`src/scpr_pkg.sv`:
```
// constants and types shared by the serial configuration readout block
package scpr_pkg;

    // ==========================================================
    // address map of the stored bitstream (word addresses)
    localparam int              ADDR_W       = 21;
    localparam logic [20:0]     ADDR_ZERO    = 21'h000000;
    localparam logic [20:0]     PAGE_SIZE    = 21'h080000;
    localparam logic [20:0]     PAGE_TOP_OFS = 21'h07FFFF;
    localparam logic [20:0]     DEV_TOP      = 21'h1FFFFF;
    localparam int              PAGE_COUNT   = 4;

    // ==========================================================
    // serial clock timing
    localparam int              REF_PERIOD_NS = 25;
    localparam int              SCK_PERIOD_NS = 200;
    localparam int              SCK_HALF_CYC  = SCK_PERIOD_NS / (2 * REF_PERIOD_NS);

    // ==========================================================
    // positions inside the synchronised pin vector
    localparam int              PIN_W        = 9;
    localparam int              PIN_OE       = 0;
    localparam int              PIN_CS_N     = 1;
    localparam int              PIN_CFG_N    = 2;
    localparam int              PIN_PAGE_EN  = 3;
    localparam int              PIN_SEL_LO   = 4;
    localparam int              PIN_SEL_HI   = 5;
    localparam int              PIN_DEV_SEL  = 6;
    localparam int              PIN_SCK      = 7;
    localparam int              PIN_DATA     = 8;

    // ==========================================================
    // readout sequencer states
    typedef enum logic [1:0] {
        SCPR_READ = 2'b00,
        SCPR_DONE = 2'b01,
        SCPR_PROG = 2'b10
    } scpr_state_type;

endpackage : scpr_pkg

```
`src/scpr_fifo.sv`:
```
// word fifo between the flash fetch side and the bit shifter
`timescale 1ns/1ps
module scpr_fifo #(
    parameter int WIDTH = 16,
    parameter int DEPTH = 16
) (
    // clock and reset
    input  wire logic             clk,
    input  wire logic             rst_n,
    input  wire logic             flush,
    // filling side
    input  wire logic             in_valid,
    output logic                  in_ready,
    input  wire logic [WIDTH-1:0] in_data,
    // draining side
    output logic                  out_valid,
    input  wire logic             out_ready,
    output logic [WIDTH-1:0]      out_data
);
    localparam int AW = $clog2(DEPTH);

    initial begin
        if (DEPTH < 2 || (1 << AW) != DEPTH || WIDTH < 1) begin
            $error("scpr_fifo: depth must be a power of two, width at least one");
        end
    end

    logic [WIDTH-1:0] mem_q [DEPTH];
    logic [AW-1:0]    wr_q;
    logic [AW-1:0]    rd_q;
    logic [AW:0]      cnt_q;
    wire              push = in_valid & in_ready;
    wire              pop  = out_valid & out_ready;

    // honest flags from the fill count
    assign in_ready  = (cnt_q != DEPTH[AW:0]);
    assign out_valid = (cnt_q != '0);
    assign out_data  = mem_q[rd_q];

    // storage
    always_ff @(posedge clk) begin
        if (push) begin
            mem_q[wr_q] <= in_data;
        end
    end

    // pointers and count, flush empties at once
    always_ff @(posedge clk or negedge rst_n) begin
        if (!rst_n) begin
            wr_q  <= '0;
            rd_q  <= '0;
            cnt_q <= '0;
        end else if (flush) begin
            wr_q  <= '0;
            rd_q  <= '0;
            cnt_q <= '0;
        end else begin
            wr_q  <= wr_q + AW'(push);
            rd_q  <= rd_q + AW'(pop);
            cnt_q <= cnt_q + (AW+1)'(push) - (AW+1)'(pop);
        end
    end

endmodule : scpr_fifo

```
`src/scpr_readout.sv`:
```
// readout control of a serial configuration flash feeding a master-serial loader
`timescale 1ns/1ps

module scpr_readout
    import scpr_pkg::*;
#(
    parameter int WORD_W     = 16,
    parameter int FIFO_DEPTH = 16
) (
    // clock and power-up reset
    input  wire logic                      ref_clk,
    input  wire logic                      rst_n,
    // control pins from the loader
    input  wire logic                      reset_oe,
    input  wire logic                      chip_select_n,
    input  wire logic                      config_mode_select_n,
    input  wire logic                      page_enable,
    input  wire logic [1:0]                page_select,
    // serial data pin
    input  wire logic                      data_in,
    output logic                           data_out,
    output logic                           data_oe_n,
    // serial clock pin
    input  wire logic                      serial_clock_in,
    output logic                           serial_clock_out,
    output logic                           serial_clock_oe_n,
    // cascade pin, device select while programming
    input  wire logic                      program_device_select,
    output logic                           cascade_out_n,
    output logic                           cascade_oe_n,
    // open-collector ready pin
    output logic                           ready_out,
    output logic                           ready_oe_n,
    // status
    output logic                           standby,
    // two-wire programming engine side
    input  wire logic                      prog_data_low,
    output logic                           in_system_programming,
    output logic                           prog_select,
    output logic                           prog_clock,
    output logic                           prog_data,
    // flash array read port
    output logic                           mem_rd_req,
    output logic [scpr_pkg::ADDR_W-1:0]    mem_addr,
    input  wire logic                      mem_rd_ack,
    input  wire logic [WORD_W-1:0]         mem_rd_data
);
    localparam int BIT_W = (WORD_W > 1) ? $clog2(WORD_W) : 1;
    localparam int DIV_W = $clog2(SCK_HALF_CYC + 1);

    initial begin
        if (WORD_W < 2 || (1 << BIT_W) != WORD_W || ADDR_W != 21 || SCK_HALF_CYC < 1) begin
            $error("scpr_readout: word width must be a power of two, address 21 bits");
        end
    end

    // ==========================================================
    // page decode

    // first word of the chosen range
    function automatic logic [ADDR_W-1:0] page_base(input logic en, input logic [1:0] sel);
        logic [ADDR_W-1:0] b;
        b = ADDR_ZERO;
        if (en) begin
            b = PAGE_SIZE * sel;
        end
        return b;
    endfunction : page_base

    // last word of the chosen range
    function automatic logic [ADDR_W-1:0] page_top(input logic en, input logic [1:0] sel);
        logic [ADDR_W-1:0] t;
        t = DEV_TOP;
        if (en) begin
            t = page_base(en, sel) + PAGE_TOP_OFS;
        end
        return t;
    endfunction : page_top

    // ==========================================================
    // reset release and pin synchronisers

    logic             rst_meta_q;
    logic             rst_q;
    logic [PIN_W-1:0] pin_meta_q;
    logic [PIN_W-1:0] pin_q;
    wire  [PIN_W-1:0] pin_raw = {data_in, serial_clock_in, program_device_select, page_select,
                                 page_enable, config_mode_select_n, chip_select_n, reset_oe};

    // two flops release reset and sample every pin
    always_ff @(posedge ref_clk or negedge rst_n) begin
        if (!rst_n) begin
            rst_meta_q <= 1'b0;
            rst_q      <= 1'b0;
            pin_meta_q <= '0;
            pin_q      <= '0;
        end else begin
            rst_meta_q <= 1'b1;
            rst_q      <= rst_meta_q;
            pin_meta_q <= pin_raw;
            pin_q      <= pin_meta_q;
        end
    end

    // ==========================================================
    // mode decode

    scpr_state_type    state_q;
    scpr_state_type    state_d;
    logic [ADDR_W-1:0] addr_q;
    logic [ADDR_W-1:0] base_q;
    logic [ADDR_W-1:0] top_q;
    logic [BIT_W-1:0]  bit_q;
    logic [DIV_W-1:0]  div_q;
    logic              sck_q;
    logic              fifo_valid;
    logic [WORD_W-1:0] fifo_word;
    logic              fifo_in_ready;

    wire prog_mode = ~pin_q[PIN_CFG_N];
    wire oe_s      = pin_q[PIN_OE];
    wire cs_n_s    = pin_q[PIN_CS_N];
    wire clr       = prog_mode | ~oe_s;
    wire selected  = ~prog_mode & oe_s & ~cs_n_s;
    wire enable    = selected & (state_q == SCPR_READ);
    wire div_end   = (div_q == DIV_W'(SCK_HALF_CYC - 1));
    wire run_clk   = enable & fifo_valid;                      // stalls when fifo runs dry
    wire advance   = run_clk & div_end & sck_q;                // falling clock edge
    wire word_end  = (bit_q == BIT_W'(WORD_W - 1));
    wire last_bit  = word_end & (addr_q == top_q);
    wire pop       = advance & word_end;
    wire page_en_m = pin_q[PIN_PAGE_EN] & ~prog_mode;
    wire [1:0] sel_s = {pin_q[PIN_SEL_HI], pin_q[PIN_SEL_LO]};

    // next sequencer state
    always_comb begin
        state_d = state_q;
        if (prog_mode) begin
            state_d = SCPR_PROG;
        end else if (clr) begin
            state_d = SCPR_READ;
        end else if (advance && last_bit) begin
            state_d = SCPR_DONE;
        end
    end

    // ==========================================================
    // address, bit counter and serial clock

    // counters cleared by reset/oe low and held while deselected
    always_ff @(posedge ref_clk or negedge rst_q) begin
        if (!rst_q) begin
            state_q <= SCPR_READ;
            addr_q  <= ADDR_ZERO;
            base_q  <= ADDR_ZERO;
            top_q   <= DEV_TOP;
            bit_q   <= '0;
            div_q   <= '0;
            sck_q   <= 1'b0;
        end else begin
            state_q <= state_d;
            if (clr) begin
                addr_q <= page_base(page_en_m, sel_s);
                base_q <= page_base(page_en_m, sel_s);
                top_q  <= page_top(page_en_m, sel_s);
                bit_q  <= '0;
                div_q  <= '0;
                sck_q  <= 1'b0;
            end else if (run_clk) begin
                div_q <= div_end ? '0 : div_q + 1'b1;
                if (div_end) begin
                    sck_q <= ~sck_q;
                end
                if (advance) begin
                    bit_q <= bit_q + 1'b1;
                    if (word_end && !last_bit) begin
                        addr_q <= addr_q + 1'b1;
                    end
                end
            end
        end
    end

    // ==========================================================
    // flash fetch into the fifo

    logic [ADDR_W-1:0] fetch_q;
    logic              fetch_done_q;
    logic              stale_q;
    logic              req_q;
    logic [ADDR_W-1:0] mem_addr_q;
    // no array reads while deselected: standby draws no fetch traffic and the
    // fifo stays empty until the loader selects the device
    wire               issue = ~req_q & ~fetch_done_q & fifo_in_ready & ~clr & ~cs_n_s;
    wire               push  = mem_rd_ack & req_q & ~stale_q & ~clr;

    // a read left pending across a clear is marked stale and dropped
    always_ff @(posedge ref_clk or negedge rst_q) begin
        if (!rst_q) begin
            fetch_q      <= ADDR_ZERO;
            fetch_done_q <= 1'b0;
            stale_q      <= 1'b0;
            req_q        <= 1'b0;
            mem_addr_q   <= ADDR_ZERO;
        end else begin
            if (mem_rd_ack && req_q) begin
                req_q   <= 1'b0;
                stale_q <= 1'b0;
                if (push) begin
                    fetch_done_q <= (fetch_q == top_q);
                    fetch_q      <= fetch_q + 1'b1;
                end
            end
            if (clr) begin
                fetch_q      <= page_base(page_en_m, sel_s);
                fetch_done_q <= 1'b0;
                if (req_q && !mem_rd_ack) begin
                    stale_q <= 1'b1;
                end
            end else if (issue) begin
                req_q      <= 1'b1;
                mem_addr_q <= fetch_q;
            end
        end
    end

    scpr_fifo #(
        .WIDTH (WORD_W),
        .DEPTH (FIFO_DEPTH)
    ) u_fifo (
        .clk       (ref_clk),
        .rst_n     (rst_q),
        .flush     (clr),
        .in_valid  (push),
        .in_ready  (fifo_in_ready),
        .in_data   (mem_rd_data),
        .out_valid (fifo_valid),
        .out_ready (pop),
        .out_data  (fifo_word)
    );

    // ==========================================================
    // pin drivers, all registered except ready_out, which is tied low

    logic data_out_q;
    logic data_oe_n_q;
    logic sck_oe_n_q;
    logic casc_n_q;
    logic casc_oe_n_q;
    logic ready_oe_n_q;
    logic standby_q;
    logic prog_mode_q;
    logic psel_q;
    logic pclk_q;
    logic pdata_q;

    wire in_done   = (state_q == SCPR_DONE);
    wire data_bit  = fifo_word[BIT_W'(WORD_W - 1) - bit_q];    // first bit is the msb
    wire data_oe_d = prog_mode ? ~prog_data_low : ~enable;

    // output flops
    always_ff @(posedge ref_clk or negedge rst_q) begin
        if (!rst_q) begin
            data_out_q   <= 1'b0;
            data_oe_n_q  <= 1'b1;
            sck_oe_n_q   <= 1'b1;
            casc_n_q     <= 1'b1;
            casc_oe_n_q  <= 1'b1;
            ready_oe_n_q <= 1'b0;
            standby_q    <= 1'b0;
            prog_mode_q  <= 1'b0;
            psel_q       <= 1'b0;
            pclk_q       <= 1'b0;
            pdata_q      <= 1'b0;
        end else begin
            data_out_q   <= ~prog_mode & data_bit;                // open-collector pulls low
            data_oe_n_q  <= data_oe_d;
            sck_oe_n_q   <= prog_mode;
            casc_n_q     <= ~(in_done & ~cs_n_s & ~prog_mode);
            casc_oe_n_q  <= prog_mode;
            ready_oe_n_q <= 1'b1;
            standby_q    <= ~prog_mode & cs_n_s;
            prog_mode_q  <= prog_mode;
            psel_q       <= prog_mode & pin_q[PIN_DEV_SEL];
            pclk_q       <= prog_mode & pin_q[PIN_SCK];
            pdata_q      <= prog_mode & pin_q[PIN_DATA];
        end
    end

    assign data_out              = data_out_q;
    assign data_oe_n             = data_oe_n_q;
    assign serial_clock_out      = sck_q;
    assign serial_clock_oe_n     = sck_oe_n_q;
    assign cascade_out_n         = casc_n_q;
    assign cascade_oe_n          = casc_oe_n_q;
    assign ready_out             = 1'b0;
    assign ready_oe_n            = ready_oe_n_q;
    assign standby               = standby_q;
    assign in_system_programming = prog_mode_q;
    assign prog_select           = psel_q;
    assign prog_clock            = pclk_q;
    assign prog_data             = pdata_q;
    assign mem_rd_req            = req_q;
    assign mem_addr              = mem_addr_q;

    // ==========================================================
    // checks

    clear_counters_a: assert property (@(posedge ref_clk) disable iff (!rst_q)
        (!prog_mode && !oe_s) |=> (bit_q == '0 && addr_q == base_q && data_oe_n_q))
        else $error("counters not cleared by reset/oe low");

    // a clear in standby still reloads the counter, otherwise it must hold
    standby_float_a: assert property (@(posedge ref_clk) disable iff (!rst_q)
        (!prog_mode && cs_n_s) |=>
        (data_oe_n_q && standby_q && addr_q == ($past(clr) ? base_q : $past(addr_q))))
        else $error("data driven or counter moved in standby");

    drive_enable_a: assert property (@(posedge ref_clk) disable iff (!rst_q)
        (state_q == SCPR_READ && selected) |=> !data_oe_n_q)
        else $error("driver not enabled while selected");

    done_float_a: assert property (@(posedge ref_clk) disable iff (!rst_q)
        (advance && last_bit && !clr) |=> ##1 (data_oe_n_q && !cascade_out_n))
        else $error("data not floated after last bit");

    cascade_follow_a: assert property (@(posedge ref_clk) disable iff (!rst_q)
        (in_done && !prog_mode) |=> (cascade_out_n == $past(cs_n_s)))
        else $error("cascade does not follow select after readout");

    addr_step_a: assert property (@(posedge ref_clk) disable iff (!rst_q)
        (advance && word_end && !last_bit && !clr) |=>
        (addr_q == $past(addr_q) + 1'b1 && bit_q == '0))
        else $error("address did not step on bit wrap");

    prog_pins_a: assert property (@(posedge ref_clk) disable iff (!rst_q)
        prog_mode [*2] |-> (serial_clock_oe_n && cascade_oe_n && !data_out))
        else $error("clock or cascade driven in programming mode");

    ready_release_a: assert property (@(posedge ref_clk) disable iff (!rst_q)
        $rose(rst_q) |-> (!ready_oe_n ##1 ready_oe_n))
        else $error("ready not released after power-up");

    page_range_a: assert property (@(posedge ref_clk) disable iff (!rst_q)
        (clr && page_en_m && sel_s == 2'b11) |=> (base_q == 21'h180000 && top_q == DEV_TOP))
        else $error("top page range wrong");

endmodule : scpr_readout

```
`config.mk`:
```
export PLATFORM = sky130hd
export DESIGN_NAME = scpr_readout
export DESIGN_NICKNAME = d
export VERILOG_FILES = /design/src/scpr_pkg.sv /design/src/scpr_fifo.sv /design/src/scpr_readout.sv
export SDC_FILE = /design/constraint.sdc
export NUM_CORES = 1
export LEC_CHECK = 0
export BUFFER_PORTS_ARGS = -buffer_cell sky130_fd_sc_hd__buf_2
export CELL_PAD_IN_SITES_DETAIL_PLACEMENT = 2
export CELL_PAD_IN_SITES_GLOBAL_PLACEMENT = 2
export CORE_MARGIN = 2
export CORE_UTILIZATION = 42
export CTS_CLUSTER_SIZE = 24
export DETAILED_ROUTE_END_ITERATION = 10
export HOLD_SLACK_MARGIN = 0.12
export PLACE_DENSITY_LB_ADDON = 0.1
export SLEW_MARGIN = 10
export SYNTH_ARGS = -nofsm -noshare
export SYNTH_HDL_FRONTEND = slang
export SYNTH_SLANG_ARGS = --single-unit
```
`constraint.sdc`:
```
create_clock -name ref_clk -period 3 [get_ports ref_clk]
set_input_delay 0.45 -clock ref_clk [delete_from_list [all_inputs] [get_ports ref_clk]]
set_output_delay 0.45 -clock ref_clk [all_outputs]
set_load 0.02 [all_outputs]
```
== Word-level counts from Yosys, hierarchy flattened ==
Memory sizes are Yosys's and may differ from the RTL's.
Index checks and enable logic that the tools add are counted.

* Memory bits (writable): 256
* Input port bits: 29
* Bits in registers: 140
* Output and inout port bits: 35
* Memories: 1

* $lt $le $gt $ge: 1
* $add $sub $neg: 10
* Bitwise logic cells: 37
* Mux-type cells: 40
* Equality and inequality tests: 7
* Reduce and logical (&&, ||, !) cells: 19

{| class="wikitable"
|+ Memories
! memory !! depth !! width !! read ports !! clocked after memory_dff !! wr ports !! line !! RTL
|-
| u_fifo.mem_q || 16 || 16 || 1 || 0 || 1 || scpr_fifo.sv:28 || <nowiki>logic [WIDTH-1:0] mem_q [DEPTH];</nowiki>
|}

{| class="wikitable"
|+ Operators with widths
! operator !! number
|-
| two-way mux 21 bit || 11
|-
| adder 21 x 1 -> 21 bit (second input constant) || 2
|-
| == test 21 bit || 2
|-
| bitwise AND 1 bit || 25
|-
| adder 21 x 19 -> 21 bit (second input constant) || 1
|-
| two-way mux 4 bit || 5
|-
| two-way mux 1 bit || 16
|-
| nonzero test 2 bit || 6
|-
| inverter 1 bit || 11
|-
| two-way mux 3 bit || 3
|-
| adder 4 x 1 -> 4 bit || 2
|-
| AND reduction 2 bit || 4
|-
| two-way mux 2 bit || 3
|-
| adder 5 x 1 -> 5 bit || 1
|-
| < comparator 4 x 5 -> 1 bit (second input constant) || 1
|-
| two-way mux 5 bit || 1
|-
| != test 5 bit (second input constant) || 1
|-
| nonzero test 5 bit || 1
|-
| subtractor 5 x 1 -> 5 bit || 1
|-
| adder 4 x 1 -> 4 bit (second input constant) || 1
|-
| binary-select mux 1 bit (select 4 bit) || 1
|-
| == test 4 bit (second input constant) || 1
|-
| logical AND 1 bit || 4
|-
| subtractor 4 bit (first input constant) || 1
|-
| other kinds (8) || 9
|}

== Logic depth before layout (Yosys ltp) ==
Gate-level depths: netlist (run 1).

* Depth after elaboration: 10
* Depth in mapped cells: 17
* Mapped depth without buffers: 17

== Hierarchy ==
Synthesis (run 1) repeated with hierarchy kept, for this count alone.

* Cell total of the unflattened synthesis: 915
* Area, all modules: 15,243.4 µm²

{| class="wikitable"
|+ By module, submodules not included
! module !! area an instance (µm²) !! cells each !! times used
|-
| scpr_fifo || 10,483.8 || 487 || 1
|-
| scpr_readout || 4,759.6 || 428 || 1
|}

== Worst setup path before layout (run 1) ==
Ideal clock, no wire load.

* Path type: register -> register
* Start point: reg req_q (netlist: mem_rd_req)
* End point: mem u_fifo.mem_q[0][0] (enable)
* Arrival time: 2.638 ns
* Slack: -0.047 ns
* Library setup time: 0.409 ns
* Cell stages (with the launch flop): 5
* Cells stage by stage: dfrtp_1 > clkbuf_1 > nand3b_1 > or4_1 > nor3_1

* Cells in the longest elaborated chain, start to end: 6

{| class="wikitable"
|+ RTL lines
! element !! line !! RTL
|-
| start: declaration || scpr_readout.sv:190 || <nowiki>logic req_q;</nowiki>
|-
| start signal: assignment || scpr_readout.sv:203 || <nowiki>req_q <= 1'b0;</nowiki>
|-
| start signal: assignment || scpr_readout.sv:207 || <nowiki>req_q <= 1'b0;</nowiki>
|-
| start signal: assignment || scpr_readout.sv:221 || <nowiki>req_q <= 1'b1;</nowiki>
|-
| bitwise AND 1 bit (3 in series) || scpr_readout.sv:195 || <nowiki>wire push = mem_rd_ack & req_q & ~stale_q & ~clr;</nowiki>
|-
| bitwise AND 1 bit || scpr_fifo.sv:32 || <nowiki>wire push = in_valid & in_ready;</nowiki>
|-
| two-way mux 1 bit || scpr_fifo.sv:42 || <nowiki>if (push) begin</nowiki>
|-
| two-way mux 1 bit (implied by the code) || scpr_fifo.sv:43 || <nowiki>mem_q[wr_q] <= in_data;</nowiki>
|-
| end: declaration || scpr_fifo.sv:28 ||
|}

No other way between the ends.

== Final worst setup path (run 1) ==
* Start point: reg u_fifo.cnt_q[2]
* End point: reg u_fifo.cnt_q[4]

* Cells in the longest elaborated chain, start to end: 8
* Elaborated cells between the ends (all ways): 11

{| class="wikitable"
|+ RTL lines
! element !! line !! RTL
|-
| start: declaration || scpr_fifo.sv:31 || <nowiki>logic [AW:0] cnt_q;</nowiki>
|-
| start signal: assignment || scpr_fifo.sv:60 || <nowiki>cnt_q <= cnt_q + (AW+1)'(push) - (AW+1)'(pop);</nowiki>
|-
| parallel branches: the longest is 6 deep, another holds adder 5 x 1 -> 5 bit || n/a ||
|-
| subtractor 5 x 1 -> 5 bit * || scpr_fifo.sv:60 ||
|-
| two-way mux 5 bit * || scpr_fifo.sv:53 || <nowiki>end else if (flush) begin</nowiki>
|}

Every way passes the cells marked *.
A chain may end at the register's enable or synchronous reset.

==> results of run 1 <==
## kinds of logic (layout without fill, tap and decap cells)
family | after synthesis | in the layout | synth area share
AOI/OAI and AO/OA | 109 | 109 | 0.0481
adders and majority gates | 15 | 15 | 0.0128
muxes | 115 | 115 | 0.122
buffers and inverters | 64 | 228 | 0.0207
DFF | 377 | 377 | 0.701
and+or+nand+nor | 213 | 213 | 0.0723
xor gates and xnor gates | 40 | 40 | 0.0229
other | 2 | 4 | 0.000491
## cell usage in the layout, fill, tap and decap left out, types with 22 or more instances in the layout
cell type | synthesis | final
a21oi_1 | 33 | 32
buf_2 | 9 | 62
buf_4 | 7 | 52
clkbuf_16 | 0 | 44
dfrtp_1 | 116 | 113
edfxtp_1 | 256 | 256
mux2_2 | 22 | 22
mux2i_1 | 42 | 42
mux4_2 | 39 | 39
nand2_1 | 40 | 39
nor2_1 | 67 | 55
## routing by layer
metal  share of wire  routed length [microns]
met5               0                        0
met4           0.028                     1150
met3           0.036                     1470
met2            0.50                    20800
met1            0.43                    17800
## power breakdown
group	switching [mW]	internal, mW	total, mW
registers	0.0335	5.60	5.63
logic	0.146	0.0616	0.208
clock network	2.11	3.10	5.21
## layout make-up
class	count	area [sq um]	share of cell area
flip-flops and latches	377	10700	0.594
well taps	461	577	0.0319
repair buffers	131	931	0.0515
clock inverters	22	228	0.0126
inverters	18	70.1	0.00388
diodes	1	2.50	0.000138
clock buffers	57	1170	0.0647
multi-input cells	495	4370	0.242
## stage by stage
step	power, mW	hold slack, ps
2_1_floorplan	5.81	154
3_3_place_gp	5.92	332
3_5_place_dp	5.94	338
4_1_cts	11.2	133
5_1_grt	11.4	160
6_report	11.0	157
## critical path: stages, from the launching register on
cell     delay, ps
dfrtp_1        390
inv_2           90
ha_4           130
or4b_4         450
and4_4         200
nand4_4         90
inv_2           60
ha_4           220
inv_4           60
ha_4           120
inv_2           40
fa_2           350
inv_2           80
a21oi_2         50
nor2_1         100
nor2_1          70
xnor2_1        180
nor2_1          70
## sequential cells by signal, summed over array words and instances (netlist names), 4 cells and up, named ones only
| register | flops |
|---|---|
| addr_q | 21 |
| u_fifo.mem_q | 256 |
| mem_addr | 21 |
| pin_meta_q | 9 |
| u_fifo.cnt_q | 5 |
| u_fifo.wr_q | 4 |
| pin_q | 9 |
| fetch_q | 21 |
| bit_q | 4 |
| u_fifo.rd_q | 4 |
## timing repair
item / CTS / global route
endpoints found under the setup margin: 1 / 1
hold endpoints to repair: 30 / 0
pin swaps: 4 / 4
setup buffers: 6 / 2
resized for setup: 12 / 3
hold buffers: 11 / 0
## worst min path at each step
stage                            start                      end  depth (start not counted)
4_1_cts                     mem_rd_ack                flip-flop                          2
6_report                    mem_rd_ack                flip-flop                          2
5_1_grt                     mem_rd_ack                flip-flop                          2
2_1_floorplan                    rst_n  pin_meta_q[0]$_DFF_PN0_                          0
3_5_place_dp   pin_meta_q[8]$_DFF_PN0_       pin_q[8]$_DFF_PN0_                          0
3_3_place_gp   pin_meta_q[7]$_DFF_PN0_       pin_q[7]$_DFF_PN0_                          0
==> impl_metrics.json, run 1 <==
{
  "max_freq_ghz": 0.346,
  "drt-initial-drc-count": 495,
  "wl_per_cell_microns": 26.4,
  "maxCapViolations": 0,
  "yosys-top-cells-area": "edfxtp_1, dfrtp_1, mux4_2, mux2i_1, mux4_1",
  "place_congestion": 0.713,
  "clkLatencyLatePin_ps": 570,
  "drive_gt1_frac": 0.262,
  "rsz0062_at_grt": "yes",
  "initial_core_util": 0.428,
  "ios": 64,
  "place_ws_ps": -78.6,
  "die_area_sq_um": 38000,
  "busiest_layer": "met2",
  "fin_nets": 1110,
  "path_clk_slew_ps": 60,
  "post-dp-hpwl_microns": 24900,
  "htree_num_levels": 2,
  "cp-endpoint": "u_fifo.cnt_q[4]$_DFF_PN0_",
  "routed_via_density": 5.60,
  "worst_ep_required_time_ps": 3410,
  "status": "finished, final reports clean",
  "peakVddDrop_uv": 452,
  "grt_pass1_wl_microns": 63500,
  "ys_seq_area_frac": 0.701,
  "synth_edf_count": 256,
  "grt_pass1_vias": 9937,
  "cellLeakagePower_nw": 6.58,
  "clock-sinks": 377,
  "slew_headroom": 0.536,
  "cp-end-kind": "flip-flop",
  "dp.cells": 1463,
  "regToRegStartpoint": "u_fifo.cnt_q[2]$_DFF_PN0_",
  "cts_root_buffer": "clkbuf_16",
  "clockBufferDepth": 3,
  "cts_buffers": 43,
  "fillers": 3330,
  "crit_type": "reg -> reg",
  "worst_r2r_endpoint": "u_fifo.cnt_q[4]$_DFF_PN0_",
  "via_count": 8755,
  "met2_usage": 0.387,
  "worst_pin_slew_ps": 689,
  "powerDensity_nw_per_um2": 611,
  "avgSynthCellArea_sq_um": 16.4,
  "cp.arrival_ps": 3300,
  "final_area_sq_um": 18100,
  "synth-seq-cells": 377,
  "setup_violations": 0,
  "core_sq_um": 35700,
  "synth_top_cell_area_share": 0.503,
  "tns_ps": 0,
  "cp-start-kind": "flip-flop",
  "grt_usage": 0.226,
  "netlist_instances": 935,
  "yosys_warnings": 0,
  "reg2reg_setup_slack_ps": 110,
  "io_buffers": 62,
  "synth_most_common_cell": "edfxtp_1",
  "die_w_microns": 195,
  "async_flop_share": 0.321,
  "post-route-util": 0.506,
  "first_pass_iters": 4,
  "rr_worst_depth": 17,
  "min_period_ps": 2890,
  "grt_max_degree": 62,
  "grtUsageMet1": 0.299,
  "fin_crit_sh": 0.962,
  "synth_top_cell_by_area": "edfxtp_1",
  "maxSlewViolCount": 0,
  "fin_cells": 1562,
  "die_y_microns": 195,
  "startpoint": "u_fifo.cnt_q[2]$_DFF_PN0_",
  "antenna_left": 0,
  "ys.flop_type": "edfxtp_1",
  "drt-total-wl_microns": 41200,
  "cts_tree": "done",
  "grtUsageMet3": 0.0302,
  "antenna_found_initial": 1,
  "crit_fanout": 2,
  "setup_ws_ps": 113,
  "netlist_top_cells_count": "edfxtp_1, dfrtp_1, nor2_1, mux2i_1, nand2_1",
  "core.rowCount": 69,
  "hold_path.class": "in -> reg",
  "overflow": 0,
  "skew_ps": 16.2,
  "hold_violations": 0,
  "yosysUniqueCellTypes": 66,
  "route.detailed.drc": 0,
  "area_growth_pct": 18.2,
  "placedInstanceArea_sq_um": 16500,
  "syn-cell-area_sq_um": 15300
}
(Power assumes the default switching activity.)
==> run 2, diff against run 1 <==
--- a/config.mk
+++ b/config.mk
@@ -9,7 +9,7 @@
 export CELL_PAD_IN_SITES_DETAIL_PLACEMENT = 2
 export CELL_PAD_IN_SITES_GLOBAL_PLACEMENT = 2
 export CORE_MARGIN = 2
-export CORE_UTILIZATION = 42
+export CORE_UTILIZATION = 30
 export CTS_CLUSTER_SIZE = 24
 export DETAILED_ROUTE_END_ITERATION = 10
 export HOLD_SLACK_MARGIN = 0.12
==> run 2 against run 1 <==
Via count is 0.98% lower. Critical path depth stayed put. Core utilization decreased by 14 points. Cell count rose by 14%. Critical path type unchanged. Highest routed layer unchanged.
==> impl_metrics.json, run 2 (synthesized netlist as in run 1, its figures left out) <==
{
  "via_count": 8669,
  "worst_ep_required_time_ps": 3430,
  "grt_pass1_wl_microns": 61700,
  "clkLatencyLatePin_ps": 580,
  "fillers": 5034,
  "cp-end-kind": "flip-flop",
  "hold_violations": 0,
  "crit_fanout": 2,
  "drive_gt1_frac": 0.259,
  "antenna_left": 0,
  "core.rowCount": 82,
  "die_area_sq_um": 52800,
  "path_clk_slew_ps": 60,
  "place_ws_ps": -31.1,
  "crit_buf_inv": 5,
  "grtUsageMet3": 0.0304,
  "cpMostUsedCell": "inv_2",
  "worst_r2r_endpoint": "u_fifo.cnt_q[4]$_DFF_PN0_",
  "first_pass_iters": 4,
  "worstPathCellList": "inv_2, ha_4, or4b_4, and4_4, nand4_4, inv_2, ha_4, inv_2, ha_4, inv_2, fa_2, inv_2, a21oi_1, nor2_1, nor2_1, xnor2_1, nor2_1",
  "die_y_microns": 230,
  "routed_via_density": 4.88,
  "place_congestion": 0.697,
  "maxSlewViolCount": 0,
  "p_total_mw": 10.9,
  "setup_violations": 0,
  "ff_latch_area_sq_um": 10700,
  "area_growth_pct": 19.6,
  "clock-sinks": 377,
  "cts_root_buffer": "clkbuf_16",
  "slew_headroom": 0.503,
  "core_sq_um": 50300,
  "min_to": "u_fifo.mem_q[11][2]$_DFFE_PP_",
  "min_period_ps": 2810,
  "drt-total-wl_microns": 40300,
  "max_freq_ghz": 0.356,
  "setup_ws_ps": 192,
  "diodes": 0,
  "rr_worst_depth": 17,
  "cts_buffers": 44,
  "hold_path.class": "in -> reg",
  "met2_usage": 0.246,
  "die_w_microns": 230,
  "maxCapViolations": 0,
  "regToRegStartpoint": "u_fifo.cnt_q[2]$_DFF_PN0_",
  "holdPathStages": 1,
  "io_buffers": 62,
  "largest_register_ffs": 256,
  "overflow": 0,
  "cp.arrival_ps": 3240,
  "initial_core_util": 0.304,
  "regMostFlops": "u_fifo.mem_q",
  "busiest_layer": "met2",
  "route.detailed.drc": 0,
  "fin_nets": 1115,
  "startpoint": "u_fifo.cnt_q[2]$_DFF_PN0_",
  "ios": 64,
  "grt_max_degree": 62,
  "clockBufferDepth": 3,
  "max_stage_delay_ps": 460,
  "cp_slowest_cell": "or4b_4",
  "multi_input_area_sq_um": 4360,
  "wl_per_cell_microns": 22.7,
  "grtUsageMet1": 0.223,
  "peakVddDrop_uv": 327,
  "antenna_found_initial": 0,
  "critPathTopFamily": "simple AND/OR/NAND/NOR gates",
  "cp-start-kind": "flip-flop",
  "status": "finished, final reports clean",
  "fin_crit_sh": 0.936,
  "grt_pass1_vias": 9553,
  "htree_num_levels": 2,
  "worst_pin_slew_ps": 746,
  "final_common_cell": "edfxtp_1",
  "cts_tree": "done",
  "rsz0062_at_grt": "no",
  "min_from": "mem_rd_data[2]",
  "skew_ps": 15.5,
  "grt_usage": 0.156,
  "crit_type": "reg -> reg",
  "powerDensity_nw_per_um2": 593,
  "drt-initial-drc-count": 414,
  "reg2reg_setup_slack_ps": 190,
  "cellLeakagePower_nw": 6.58,
  "post-dp-hpwl_microns": 25500,
  "mostFrequentLayoutCells": "edfxtp_1, dfrtp_1, buf_2"
}
[run 2: final cells by class]
| class | count | area share |
|---|---|---|
| multi-input combinational | 495 | 0.238 |
| timing repair buffer | 135 | 0.0527 |
| inverter | 18 | 0.00369 |
| tap | 672 | 0.0460 |
| clock inverter | 23 | 0.00868 |
| clock buffer | 58 | 0.0641 |
| sequential | 377 | 0.586 |
[run 2: metal layers]
metal  wire length [microns]  part of all wire
met1                   19300              0.48
met3                    1520             0.038
met5                       0                 0
met2                   18800              0.47
met4                     627             0.016
[run 2: worst max-delay path by stage]
stage,endpoint,slack (ps),depth (start not counted)
4_1_cts,u_fifo.cnt_q[4]$_DFF_PN0_,40,17
2_1_floorplan,u_fifo.mem_q[1][0]$_DFFE_PP_,80,5
5_1_grt,u_fifo.cnt_q[4]$_DFF_PN0_,20,17
3_3_place_gp,u_fifo.cnt_q[4]$_DFF_PN0_,30,17
3_5_place_dp,u_fifo.cnt_q[4]$_DFF_PN0_,-30,17
6_report,u_fifo.cnt_q[4]$_DFF_PN0_,190,17
[run 2: worst register-to-register path: stages (launching register included)]
cell and delay, ps:
dfrtp_1 390, inv_2 80, ha_4 130, or4b_4 460, and4_4 200, nand4_4 70, inv_2 60, ha_4 210
inv_2 60, ha_4 130, inv_2 40, fa_2 390, inv_2 50, a21oi_1 60, nor2_1 110, nor2_1 60
xnor2_1 130, nor2_1 50
[run 2: where the power goes]
part | switching, mW | leakage (nW) | internal [mW]
Combinational | 0.148 | 2.01 | 0.0612
Clock | 2.16 | 0.659 | 2.85
Sequential | 0.0319 | 3.91 | 5.60
Total | 2.34 | 6.58 | 8.51
[run 2: repair_timing]
| item | in CTS | in global routing |
|---|---|---|
| hold buffers | 12 | 0 |
| gates resized for setup | 4 | 9 |
| hold endpoints to repair | 32 | 0 |
| endpoints found under the setup margin | 1 | 1 |
| setup buffers | 1 | 3 |
| pin swaps | 0 | 5 |
[run 2: through the flow]
step                      utilization  cells  hold slack (ps)  instance area (sq um)  TNS (ps)
after global placement          0.334   1681              333                  16800         0
after CTS                       0.363   1775              226                  18200         0
final                           0.364   1778              260                  18300         0
after global routing            0.364   1778              243                  18300         0
after detailed placement        0.334   1681              338                  16800     -31.1
after floorplan                     -    936              154                  15300         0
